==> src/common/arith_pkg.sv <==
// Shared constants and types for the multiply/divide/shift accelerator
package arith_pkg;

  // ----------------------------------------------------------------
  // Register selects on the core access port
  // ----------------------------------------------------------------
  localparam logic [2:0] SEL_OPND0 = 3'h0;
  localparam logic [2:0] SEL_OPND1 = 3'h1;
  localparam logic [2:0] SEL_OPND2 = 3'h2;
  localparam logic [2:0] SEL_OPND3 = 3'h3;
  localparam logic [2:0] SEL_OPND4 = 3'h4;
  localparam logic [2:0] SEL_OPND5 = 3'h5;
  localparam logic [2:0] SEL_CTRL  = 3'h6;

  // ----------------------------------------------------------------
  // Reset values and fixed figures
  // ----------------------------------------------------------------
  localparam logic [7:0]  OPND_RST     = 8'h00;
  localparam logic [4:0]  SC_RST       = 5'h00;
  localparam logic [4:0]  SC_NORM      = 5'h00;
  localparam logic [7:0]  RDATA_RST    = 8'h00;
  localparam logic [7:0]  UNMAPPED_VAL = 8'h00;
  localparam int unsigned DIV_STEPS    = 32;
  localparam int unsigned DIV_CNT_W    = 6;

  // ----------------------------------------------------------------
  // Carriers
  // ----------------------------------------------------------------
  typedef struct packed {
    logic       wr;
    logic       rd;
    logic [2:0] sel;
    logic [7:0] wdata;
  } sfr_req_s;

  // Control and status byte, bit 7 down to bit 0
  typedef struct packed {
    logic       seq_error;
    logic       overflow;
    logic       shift_direction;
    logic [4:0] shift_count;
  } ctrl_s;

  typedef enum logic [4:0] {
    OP_DIV32 = 5'b00001,
    OP_DIV16 = 5'b00010,
    OP_MUL   = 5'b00100,
    OP_NORM  = 5'b01000,
    OP_SHIFT = 5'b10000
  } op_e;

endpackage : arith_pkg

==> src/logic/arith_divider.sv <==
// Iterative restoring divider, 32-bit dividend by 16-bit divisor
`timescale 1ns/1ps
module arith_divider #(
  parameter int unsigned STEPS = arith_pkg::DIV_STEPS
) (
  // Clock and reset
  input  wire logic        core_clk,
  input  wire logic        rst_n,
  // Request
  input  wire logic        start,
  input  wire logic [31:0] dividend,
  input  wire logic [15:0] divisor,
  // Result
  output logic             done,
  output logic [31:0]      quot,
  output logic [15:0]      rem
);
  import arith_pkg::*;

  logic [31:0]          quo_r,  quo_nxt;
  logic [15:0]          rem_r,  rem_nxt;
  logic [15:0]          dvs_r,  dvs_nxt;
  logic [31:0]          dvd_r,  dvd_nxt;
  logic [DIV_CNT_W-1:0] cnt_r,  cnt_nxt;
  logic                 done_r, done_nxt;
  logic [17:0]          trial;

  // ----------------------------------------------------------------
  // One quotient bit per cycle
  // ----------------------------------------------------------------
  // 18 bits: the shifted partial remainder can reach 17 bits
  assign trial = {1'b0, rem_r, quo_r[31]} - {2'b00, dvs_r};

  always_comb begin
    quo_nxt  = quo_r;
    rem_nxt  = rem_r;
    dvs_nxt  = dvs_r;
    dvd_nxt  = dvd_r;
    cnt_nxt  = cnt_r;
    done_nxt = 1'b0;
    if (start) begin
      quo_nxt = dividend;
      rem_nxt = 16'h0000;
      dvs_nxt = divisor;
      dvd_nxt = dividend;
      cnt_nxt = DIV_CNT_W'(STEPS);
    end else if (cnt_r != '0) begin
      if (!trial[17]) begin
        rem_nxt = trial[15:0];
        quo_nxt = {quo_r[30:0], 1'b1};
      end else begin
        rem_nxt = {rem_r[14:0], quo_r[31]};
        quo_nxt = {quo_r[30:0], 1'b0};
      end
      cnt_nxt  = cnt_r - DIV_CNT_W'(1);
      done_nxt = (cnt_r == DIV_CNT_W'(1));
    end
  end

  always_ff @(posedge core_clk or negedge rst_n) begin
    if (!rst_n) begin
      quo_r  <= 32'h0000_0000;
      rem_r  <= 16'h0000;
      dvs_r  <= 16'h0000;
      dvd_r  <= 32'h0000_0000;
      cnt_r  <= '0;
      done_r <= 1'b0;
    end else begin
      quo_r  <= quo_nxt;
      rem_r  <= rem_nxt;
      dvs_r  <= dvs_nxt;
      dvd_r  <= dvd_nxt;
      cnt_r  <= cnt_nxt;
      done_r <= done_nxt;
    end
  end

  assign done = done_r;
  assign quot = quo_r;
  assign rem  = rem_r;
endmodule : arith_divider

==> src/logic/arith_shifter.sv <==
// Registered 32-bit normalizer and barrel shifter
`timescale 1ns/1ps
module arith_shifter (
  // Clock and reset
  input  wire logic        core_clk,
  input  wire logic        rst_n,
  // Request
  input  wire logic        start,
  input  wire logic        norm,
  input  wire logic        dir,
  input  wire logic [4:0]  count,
  input  wire logic [31:0] value,
  // Result
  output logic             done,
  output logic [31:0]      result,
  output logic [4:0]       lead
);
  import arith_pkg::*;

  logic        done_r, done_nxt;
  logic [31:0] res_r,  res_nxt;
  logic [4:0]  lz_r,   lz_nxt;
  logic [4:0]  lz_now;

  // Zero input counts 32 steps and wraps to 0, leaving the value 0
  function automatic logic [4:0] lead_zeros(input logic [31:0] v);
    logic [4:0] n;
    logic       seen;
    n    = 5'h00;
    seen = 1'b0;
    for (int i = 31; i >= 0; i--) begin
      if (!seen && !v[i]) begin
        n = n + 5'h01;
      end else begin
        seen = 1'b1;
      end
    end
    return n;
  endfunction : lead_zeros

  // ----------------------------------------------------------------
  // Single-cycle operation, result registered
  // ----------------------------------------------------------------
  assign lz_now = lead_zeros(value);

  always_comb begin
    done_nxt = start;
    res_nxt  = res_r;
    lz_nxt   = lz_r;
    if (start && norm) begin
      res_nxt = value << lz_now;
      lz_nxt  = lz_now;
    end else if (start) begin
      res_nxt = dir ? (value >> count) : (value << count);
    end
  end

  always_ff @(posedge core_clk or negedge rst_n) begin
    if (!rst_n) begin
      done_r <= 1'b0;
      res_r  <= 32'h0000_0000;
      lz_r   <= SC_RST;
    end else begin
      done_r <= done_nxt;
      res_r  <= res_nxt;
      lz_r   <= lz_nxt;
    end
  end

  assign done   = done_r;
  assign result = res_r;
  assign lead   = lz_r;
endmodule : arith_shifter

==> src/logic/arith_accelerator.sv <==
// Multiply/divide/normalize/shift accelerator with access-order tracking
// Behaviour
// - Division writes dividend bytes, then divisor bytes
// - Opening byte 0 write restarts operation tracking
// - Last prescribed write launches the computation
// - Division returns quotient then remainder bytes
// - Last prescribed result read ends the operation
// - Multiply writes bytes 0, 4, 1, 5
// - Product appears in bytes 0 to 3
// - Zero count normalizes, removing leading zeroes
// - Normalization leaves leading zero count in shift_count
// - Nonzero count shifts value by that count
// - Direction one shifts right, zero left
// - Write interrupting operation sets sequence error
// - Clean completed operation clears sequence error
// - Reading control register clears sequence error
// - Overflow on zero divisor, product, normalized input
// - Operand registers read/write, reset to zero
`timescale 1ns/1ps
module arith_accelerator (
  // Clock and reset
  input  wire logic                core_clk,
  input  wire logic                rst_n,
  // Register access from the core
  input  wire arith_pkg::sfr_req_s sfr_req,
  // Read data, valid the cycle after a read
  output logic [7:0]               rd_data,
  // Status
  output logic                     busy,
  output logic                     sequence_error_flag,
  output logic                     overflow_flag
);
  import arith_pkg::*;

  typedef enum logic [10:0] {
    ST_IDLE   = 11'b000_0000_0001,
    ST_W0     = 11'b000_0000_0010,
    ST_W01    = 11'b000_0000_0100,
    ST_W012   = 11'b000_0000_1000,
    ST_W0123  = 11'b000_0001_0000,
    ST_W01234 = 11'b000_0010_0000,
    ST_W04    = 11'b000_0100_0000,
    ST_W041   = 11'b000_1000_0000,
    ST_W014   = 11'b001_0000_0000,
    ST_CALC   = 11'b010_0000_0000,
    ST_READ   = 11'b100_0000_0000
  } state_e;

  state_e          state_r, state_nxt, tgt;
  op_e             op_r, op_nxt;
  logic [2:0]      rd_idx_r, rd_idx_nxt;
  logic            start_r, start_nxt;
  logic [5:0][7:0] opnd_r, opnd_nxt;
  logic [4:0]      sc_r, sc_nxt;
  logic            dir_r, dir_nxt;
  logic            err_r, err_nxt;
  logic            ovf_r, ovf_nxt;
  logic [7:0]      rdata_r, rdata_nxt;
  logic            busy_r, busy_nxt;
  logic            viol, done_ok, calc_done, ovf_set;
  logic            wr, rd;
  logic [2:0]      sel;
  ctrl_s           ctrl_wr, ctrl_rd;
  logic [31:0]     product;
  logic [31:0]     dividend;
  logic            div_start, div_done, shf_start, shf_done;
  logic [31:0]     div_quot, shf_result;
  logic [15:0]     div_rem;
  logic [4:0]      shf_lead;

  // ----------------------------------------------------------------
  // Result read order per operation
  // ----------------------------------------------------------------
  function automatic logic [2:0] read_len(input op_e op);
    return (op == OP_DIV32) ? 3'h6 : 3'h4;
  endfunction : read_len

  // 16-bit division skips quotient bytes 2 and 3
  function automatic logic [2:0] read_sel(input op_e op, input logic [2:0] idx);
    return (op == OP_DIV16 && idx >= 3'h2) ? idx + 3'h2 : idx;
  endfunction : read_sel

  assign wr      = sfr_req.wr;
  assign rd      = sfr_req.rd;
  assign sel     = sfr_req.sel;
  assign ctrl_wr = ctrl_s'(sfr_req.wdata);
  assign ctrl_rd = '{seq_error: err_r, overflow: ovf_r,
                     shift_direction: dir_r, shift_count: sc_r};

  // ----------------------------------------------------------------
  // Arithmetic units
  // ----------------------------------------------------------------
  assign product   = {16'h0000, opnd_r[1], opnd_r[0]} * {16'h0000, opnd_r[5], opnd_r[4]};
  assign dividend  = (op_r == OP_DIV16) ? {16'h0000, opnd_r[1], opnd_r[0]} : opnd_r[3:0];
  assign div_start = start_r && (op_r == OP_DIV32 || op_r == OP_DIV16);
  assign shf_start = start_r && (op_r == OP_NORM || op_r == OP_SHIFT);

  arith_divider #(
    .STEPS    (DIV_STEPS)
  ) u_divider (
    .core_clk (core_clk),
    .rst_n    (rst_n),
    .start    (div_start),
    .dividend (dividend),
    .divisor  ({opnd_r[5], opnd_r[4]}),
    .done     (div_done),
    .quot     (div_quot),
    .rem      (div_rem)
  );

  arith_shifter u_shifter (
    .core_clk (core_clk),
    .rst_n    (rst_n),
    .start    (shf_start),
    .norm     (op_r == OP_NORM),
    .dir      (dir_r),
    .count    (sc_r),
    .value    (opnd_r[3:0]),
    .done     (shf_done),
    .result   (shf_result),
    .lead     (shf_lead)
  );

  always_comb begin
    calc_done = 1'b0;
    unique case (op_r)
      OP_DIV32, OP_DIV16: calc_done = div_done;
      OP_MUL:             calc_done = start_r;
      OP_NORM, OP_SHIFT:  calc_done = shf_done;
    endcase
  end

  // ----------------------------------------------------------------
  // Access-order tracking
  // ----------------------------------------------------------------
  always_comb begin
    state_nxt  = state_r;
    op_nxt     = op_r;
    rd_idx_nxt = rd_idx_r;
    start_nxt  = 1'b0;
    viol       = 1'b0;
    done_ok    = 1'b0;
    tgt        = ST_IDLE;
    if (wr && sel == SEL_OPND0) begin
      viol      = (state_r != ST_IDLE);
      state_nxt = ST_W0;
    end else if (wr && sel <= SEL_CTRL) begin
      unique case (state_r)
        ST_IDLE:   tgt = ST_IDLE;
        ST_W0:     tgt = (sel == SEL_OPND1) ? ST_W01 : (sel == SEL_OPND4) ? ST_W04 : ST_IDLE;
        ST_W01:    tgt = (sel == SEL_OPND2) ? ST_W012 : (sel == SEL_OPND4) ? ST_W014 : ST_IDLE;
        ST_W012:   tgt = (sel == SEL_OPND3) ? ST_W0123 : ST_IDLE;
        ST_W0123: begin
          if (sel == SEL_OPND4) begin
            tgt = ST_W01234;
          end else if (sel == SEL_CTRL) begin
            tgt    = ST_CALC;
            op_nxt = (ctrl_wr.shift_count == SC_NORM) ? OP_NORM : OP_SHIFT;
          end
        end
        ST_W01234: begin
          if (sel == SEL_OPND5) begin
            tgt    = ST_CALC;
            op_nxt = OP_DIV32;
          end
        end
        ST_W04:    tgt = (sel == SEL_OPND1) ? ST_W041 : ST_IDLE;
        ST_W041: begin
          if (sel == SEL_OPND5) begin
            tgt    = ST_CALC;
            op_nxt = OP_MUL;
          end
        end
        ST_W014: begin
          if (sel == SEL_OPND5) begin
            tgt    = ST_CALC;
            op_nxt = OP_DIV16;
          end
        end
        ST_CALC:   tgt = ST_IDLE;
        ST_READ:   tgt = ST_IDLE;
      endcase
      // Out-of-order write aborts the operation
      viol      = (state_r != ST_IDLE) && (tgt == ST_IDLE);
      start_nxt = (tgt == ST_CALC);
      state_nxt = tgt;
    end else if (state_r == ST_CALC && calc_done) begin
      state_nxt  = ST_READ;
      rd_idx_nxt = 3'h0;
    end else if (state_r == ST_READ && rd && sel == read_sel(op_r, rd_idx_r)) begin
      if (rd_idx_r == read_len(op_r) - 3'h1) begin
        state_nxt = ST_IDLE;
        done_ok   = 1'b1;
      end else begin
        rd_idx_nxt = rd_idx_r + 3'h1;
      end
    end
  end

  // ----------------------------------------------------------------
  // Operand, control and status registers
  // ----------------------------------------------------------------
  always_comb begin
    opnd_nxt = opnd_r;
    sc_nxt   = sc_r;
    dir_nxt  = dir_r;
    ovf_set  = 1'b0;
    if (wr && sel < SEL_CTRL) begin
      opnd_nxt[sel] = sfr_req.wdata;
    end else if (wr && sel == SEL_CTRL) begin
      sc_nxt  = ctrl_wr.shift_count;
      dir_nxt = ctrl_wr.shift_direction;
    end else if (state_r == ST_CALC && calc_done) begin
      unique case (op_r)
        OP_DIV32, OP_DIV16: begin
          opnd_nxt[3:0] = div_quot;
          opnd_nxt[5:4] = div_rem;
          ovf_set       = ({opnd_r[5], opnd_r[4]} == 16'h0000);
        end
        OP_MUL: begin
          opnd_nxt[3:0] = product;
          ovf_set       = (product[31:16] != 16'h0000);
        end
        OP_NORM: begin
          opnd_nxt[3:0] = shf_result;
          sc_nxt        = shf_lead;
          ovf_set       = opnd_r[3][7];
        end
        OP_SHIFT: begin
          opnd_nxt[3:0] = shf_result;
        end
      endcase
    end
    // Hardware set wins over the clearing access in the same cycle
    err_nxt   = viol | (err_r & ~(done_ok | (rd && sel == SEL_CTRL)));
    ovf_nxt   = ovf_set | (ovf_r & ~(wr && sel == SEL_OPND0));
    busy_nxt  = (state_nxt == ST_CALC);
    rdata_nxt = rdata_r;
    if (rd) begin
      rdata_nxt = (sel < SEL_CTRL) ? opnd_r[sel] :
                  (sel == SEL_CTRL) ? 8'(ctrl_rd) : UNMAPPED_VAL;
    end
  end

  always_ff @(posedge core_clk or negedge rst_n) begin
    if (!rst_n) begin
      state_r  <= ST_IDLE;
      op_r     <= OP_DIV32;
      rd_idx_r <= 3'h0;
      start_r  <= 1'b0;
      opnd_r   <= {6{OPND_RST}};
      sc_r     <= SC_RST;
      dir_r    <= 1'b0;
      err_r    <= 1'b0;
      ovf_r    <= 1'b0;
      rdata_r  <= RDATA_RST;
      busy_r   <= 1'b0;
    end else begin
      state_r  <= state_nxt;
      op_r     <= op_nxt;
      rd_idx_r <= rd_idx_nxt;
      start_r  <= start_nxt;
      opnd_r   <= opnd_nxt;
      sc_r     <= sc_nxt;
      dir_r    <= dir_nxt;
      err_r    <= err_nxt;
      ovf_r    <= ovf_nxt;
      rdata_r  <= rdata_nxt;
      busy_r   <= busy_nxt;
    end
  end

  assign rd_data             = rdata_r;
  assign busy                = busy_r;
  assign sequence_error_flag = err_r;
  assign overflow_flag       = ovf_r;
endmodule : arith_accelerator

==> config.mk <==
export PLATFORM = sky130hd
export DESIGN_NAME = arith_accelerator
export DESIGN_NICKNAME = d
export VERILOG_FILES = /design/src/common/arith_pkg.sv /design/src/logic/arith_divider.sv /design/src/logic/arith_shifter.sv /design/src/logic/arith_accelerator.sv
export SDC_FILE = /design/constraint.sdc
export NUM_CORES = 1
export LEC_CHECK = 0
export BUFFER_PORTS_ARGS = -buffer_cell sky130_fd_sc_hd__buf_2
export CAP_MARGIN = 20
export CORE_MARGIN = 1.5
export CORE_UTILIZATION = 55
export DETAILED_ROUTE_END_ITERATION = 10
export PLACE_DENSITY = 0.75
export SLEW_MARGIN = 25
export SYNTH_ARGS = -nofsm -noshare
export SYNTH_HDL_FRONTEND = slang
export SYNTH_HIERARCHICAL = 1
export SYNTH_SLANG_ARGS = --single-unit
==> constraint.sdc <==
create_clock -name core_clk -period 31.3 [get_ports core_clk]
set_input_delay 1.565 -clock core_clk [delete_from_list [all_inputs] [get_ports core_clk]]
set_output_delay 1.565 -clock core_clk [all_outputs]
set_load 0.01 [all_outputs]
==> run_results.csv <==
group,metric,value,unit
worst_setup_path,crit_top_cell,"ha_1",
global_route,grt_pass1_vias,25700,
clock_tree,clk_pin_slew_worst_paths,80,ps
clock_tree,ctsResizeCount,0,
detailed_routing,drcViolationCount,0,
synth,synthArstFlopShare,1.00,
worst_setup_path,crit_fanout,26,
synth,syn_avg_cell_area,7.84,um2
place,dpl.hpwl,71.7,mm
floorplan,std_cell_rows,83,
synth,yosysWarningCount,6,
hold_path,holdPathStages,2,
final_layout,finish.net_count,3849,
floorplan,core,51300,um2
worst_setup_path,rr_startpoint,"opnd_r[31]$_DFFE_PN0P_",
worst_setup_path,worstSetupEndpointType,"register",
clock_tree,cts_buffer_depth,2,
clock_tree,cts_hold_buf,0,
worst_setup_path,cp.arrival,17800,ps
detailed_routing,drtPass1Iterations,8,
clock_tree,tritoncts,"done",
timing,fin_crit,17490,ps
timing,fmax,57.2,MHz
clock_tree,htreeDepth,4,
clock_tree,root_buffer,"clkbuf_16",
worst_setup_path,critPathCapture,"u_shifter/result[25]$_DFFE_PN0P_",
worst_setup_path,r2r_slack,13810,ps
global_route,grt_usage,0.368,
timing,fin_skew,21.7,ps
detailed_routing,wirelength,98.7,mm
synth,ys_seq_area_frac,0.170,
floorplan,die_w,231,um
worst_setup_path,crit_required,31610,ps
clock_tree,cts_setup_buffers,0,
synth,syn-num-nets,4000,
detailed_routing,drtIter0Drc,3540,
place,postPlaceCellArea,29000,um2
synth,synth_edf_count,0,
detailed_routing,avgRoutedWirePerCell,23.6,um
place,place.gp.congestion,1.01,
final_layout,area_delta_synth_final,3.97,%
floorplan,pin_count,26,
final_layout,drive_above_1_share,0.0675,
worst_setup_path,timing.rr.end,"u_shifter/result[25]$_DFFE_PN0P_",
synth,ys_types,107,
final_layout,final_cell_mix,"nand2_1 (470), nor2_1 (316), inv_1 (310), o21ai_0 (264), a21oi_1 (212)",
global_route,grt_max_degree,96,
worst_setup_path,setup.worst_path.start,"opnd_r[31]$_DFFE_PN0P_",
worst_setup_path,slowest_delay,840,ps
floorplan,die_y,231,um
timing,relSlewSlack,0.256,
synth,synth_ff_type,"dfrtp_1",
detailed_routing,vias,27600,
timing,final.setup.tns,0,ps
final_layout,layout_commonest_cell,"nand2_1",
timing,holdWs,489,ps
worst_setup_path,r2r_cells,80,
timing,rsz0062_at_grt,"false",
run_status,status,"finished clean",
final_layout,design_area,29600,um2
timing,hold_viol,0,
synth,synthesis.area,28500,um2
place,placement.io_buffers,25,
clock_tree,cts_buffers,17,
clock_tree,clock_sinks,194,
worst_setup_path,cp_slowest_cell,"or4_1",
hold_path,min_path_type,"register to register",
worst_setup_path,start_kind,"register",
global_route,overflow,0,
synth,syn_inst,3635,
clock_tree,insertion_delay,490,ps
worst_setup_path,worstSetupPathType,"register to register",
floorplan,die-area,53200,um2
detailed_routing,drtAntennaViolNets,0,
job,drv_cap,0,
timing,min_period_over_period,0.559,
timing,tightestPinTransition,1110,ps
detailed_routing,via_per_inst,6.61,
global_route,grt_antenna_before_repair,3,
floorplan,start_util,0.556,
timing,slew_viol_final,0,
timing,setup_viol,0,
global_route,grt_pass1_wl,151,mm
synth,yosys_register_bits,194,
[layer usage]
layer / GRT usage / vias to the layer above / share of wire
met5: 0 / - / 0
met4: 0.173 / 0 / 0.053
met2: 0.535 / 1704 / 0.42
met1: 0.513 / 13300 / 0.41
li1: - / 12300 / -
met3: 0.0920 / 304 / 0.12
[worst min path at each step]
stage	start	endpoint	slack (ps)
after floorplan	u_shifter/lead[0]$_DFFE_PN0P_	u_shifter/lead[0]$_DFFE_PN0P_	450
after global placement	u_shifter/lead[4]$_DFFE_PN0P_	u_shifter/lead[4]$_DFFE_PN0P_	460
after detailed placement	u_shifter/lead[4]$_DFFE_PN0P_	u_shifter/lead[4]$_DFFE_PN0P_	470
after CTS	u_shifter/lead[2]$_DFFE_PN0P_	u_shifter/lead[2]$_DFFE_PN0P_	500
after global routing	u_shifter/lead[2]$_DFFE_PN0P_	u_shifter/lead[2]$_DFFE_PN0P_	530
final	u_shifter/lead[2]$_DFFE_PN0P_	u_shifter/lead[2]$_DFFE_PN0P_	490
[critical path: cells and delay by family, from the launching register on]
kind	cells	cell delay, ps
multiplexers	7	1510
AO/OA/AOI/OAI	40	8320
adder cells (fa/ha/maj)	14	4020
AND/OR/NAND/NOR	15	2580
buffers and inverters	4	250
flip-flops	1	610
[synthesized netlist by cell type (30+ instances only)]
library cell | instances | area [um2]
nand2_1 | 470 | 1760
nor2_1 | 316 | 1190
inv_1 | 310 | 1160
o21ai_0 | 265 | 1330
a21oi_1 | 212 | 1060
clkbuf_1 | 202 | 758
fa_1 | 195 | 3900
dfrtp_1 | 192 | 4800
mux2i_1 | 190 | 1900
ha_1 | 155 | 1940
and2_1 | 150 | 938
xnor2_1 | 59 | 517
nor3_1 | 58 | 290
nand3_1 | 56 | 280
nor2b_1 | 43 | 269
o211ai_1 | 40 | 300
mux2_2 | 37 | 417
a221oi_1 | 36 | 315
a22oi_1 | 36 | 270
nand2b_1 | 33 | 206
xor2_1 | 30 | 263
[through the flow]
| step | util | cells | worst slack (ps) |
|---|---|---|---|
| global placement | 0.564 | 4144 | 14440 |
| finish | 0.578 | 4178 | 13810 |
| detailed placement | 0.564 | 4144 | 14360 |
| CTS | 0.577 | 4176 | 14260 |
| floorplan | - | 3635 | 16690 |
| global route | 0.578 | 4177 | 12510 |
[cells by family (layout without fill, tap and decap cells)]
logic type | count (synthesis) | count (layout) | synth area share
simple gates | 1278 | 1278 | 0.213
compound gates | 897 | 897 | 0.203
buf+inv | 569 | 431 | 0.0775
fa+ha+maj | 354 | 354 | 0.206
mux | 241 | 241 | 0.0924
flops | 194 | 194 | 0.170
xor+xnor | 102 | 102 | 0.0370
other cells | 0 | 1 | 0
[layout make-up]
class | count | area [um2]
clock inverters | 15 | 236
well taps | 680 | 851
multi-input cells | 2872 | 21500
fillers | 4735 | 21700
clock buffers | 17 | 425
flip-flops and latches | 194 | 4860
inverters | 315 | 1180
diodes | 1 | 2.50
repair buffers | 84 | 581
[sequential cells by signal, summed over array words and instances, names as in the netlist, 3 cells and up]
| signal | cells |
|---|---|
| state_r | 11 |
| sc_r | 5 |
| u_shifter/result | 32 |
| opnd_r | 48 |
| u_divider/cnt_r | 6 |
| rd_data | 8 |
| u_divider/quot | 32 |
| u_shifter/lead | 5 |
| rd_idx_r | 3 |
| op_r | 5 |
| u_divider/rem | 16 |
| u_divider/dvs_r | 16 |
Power is not shown: default switching activity piles up to over one toggle a cycle in this logic, so the estimate is an artifact.
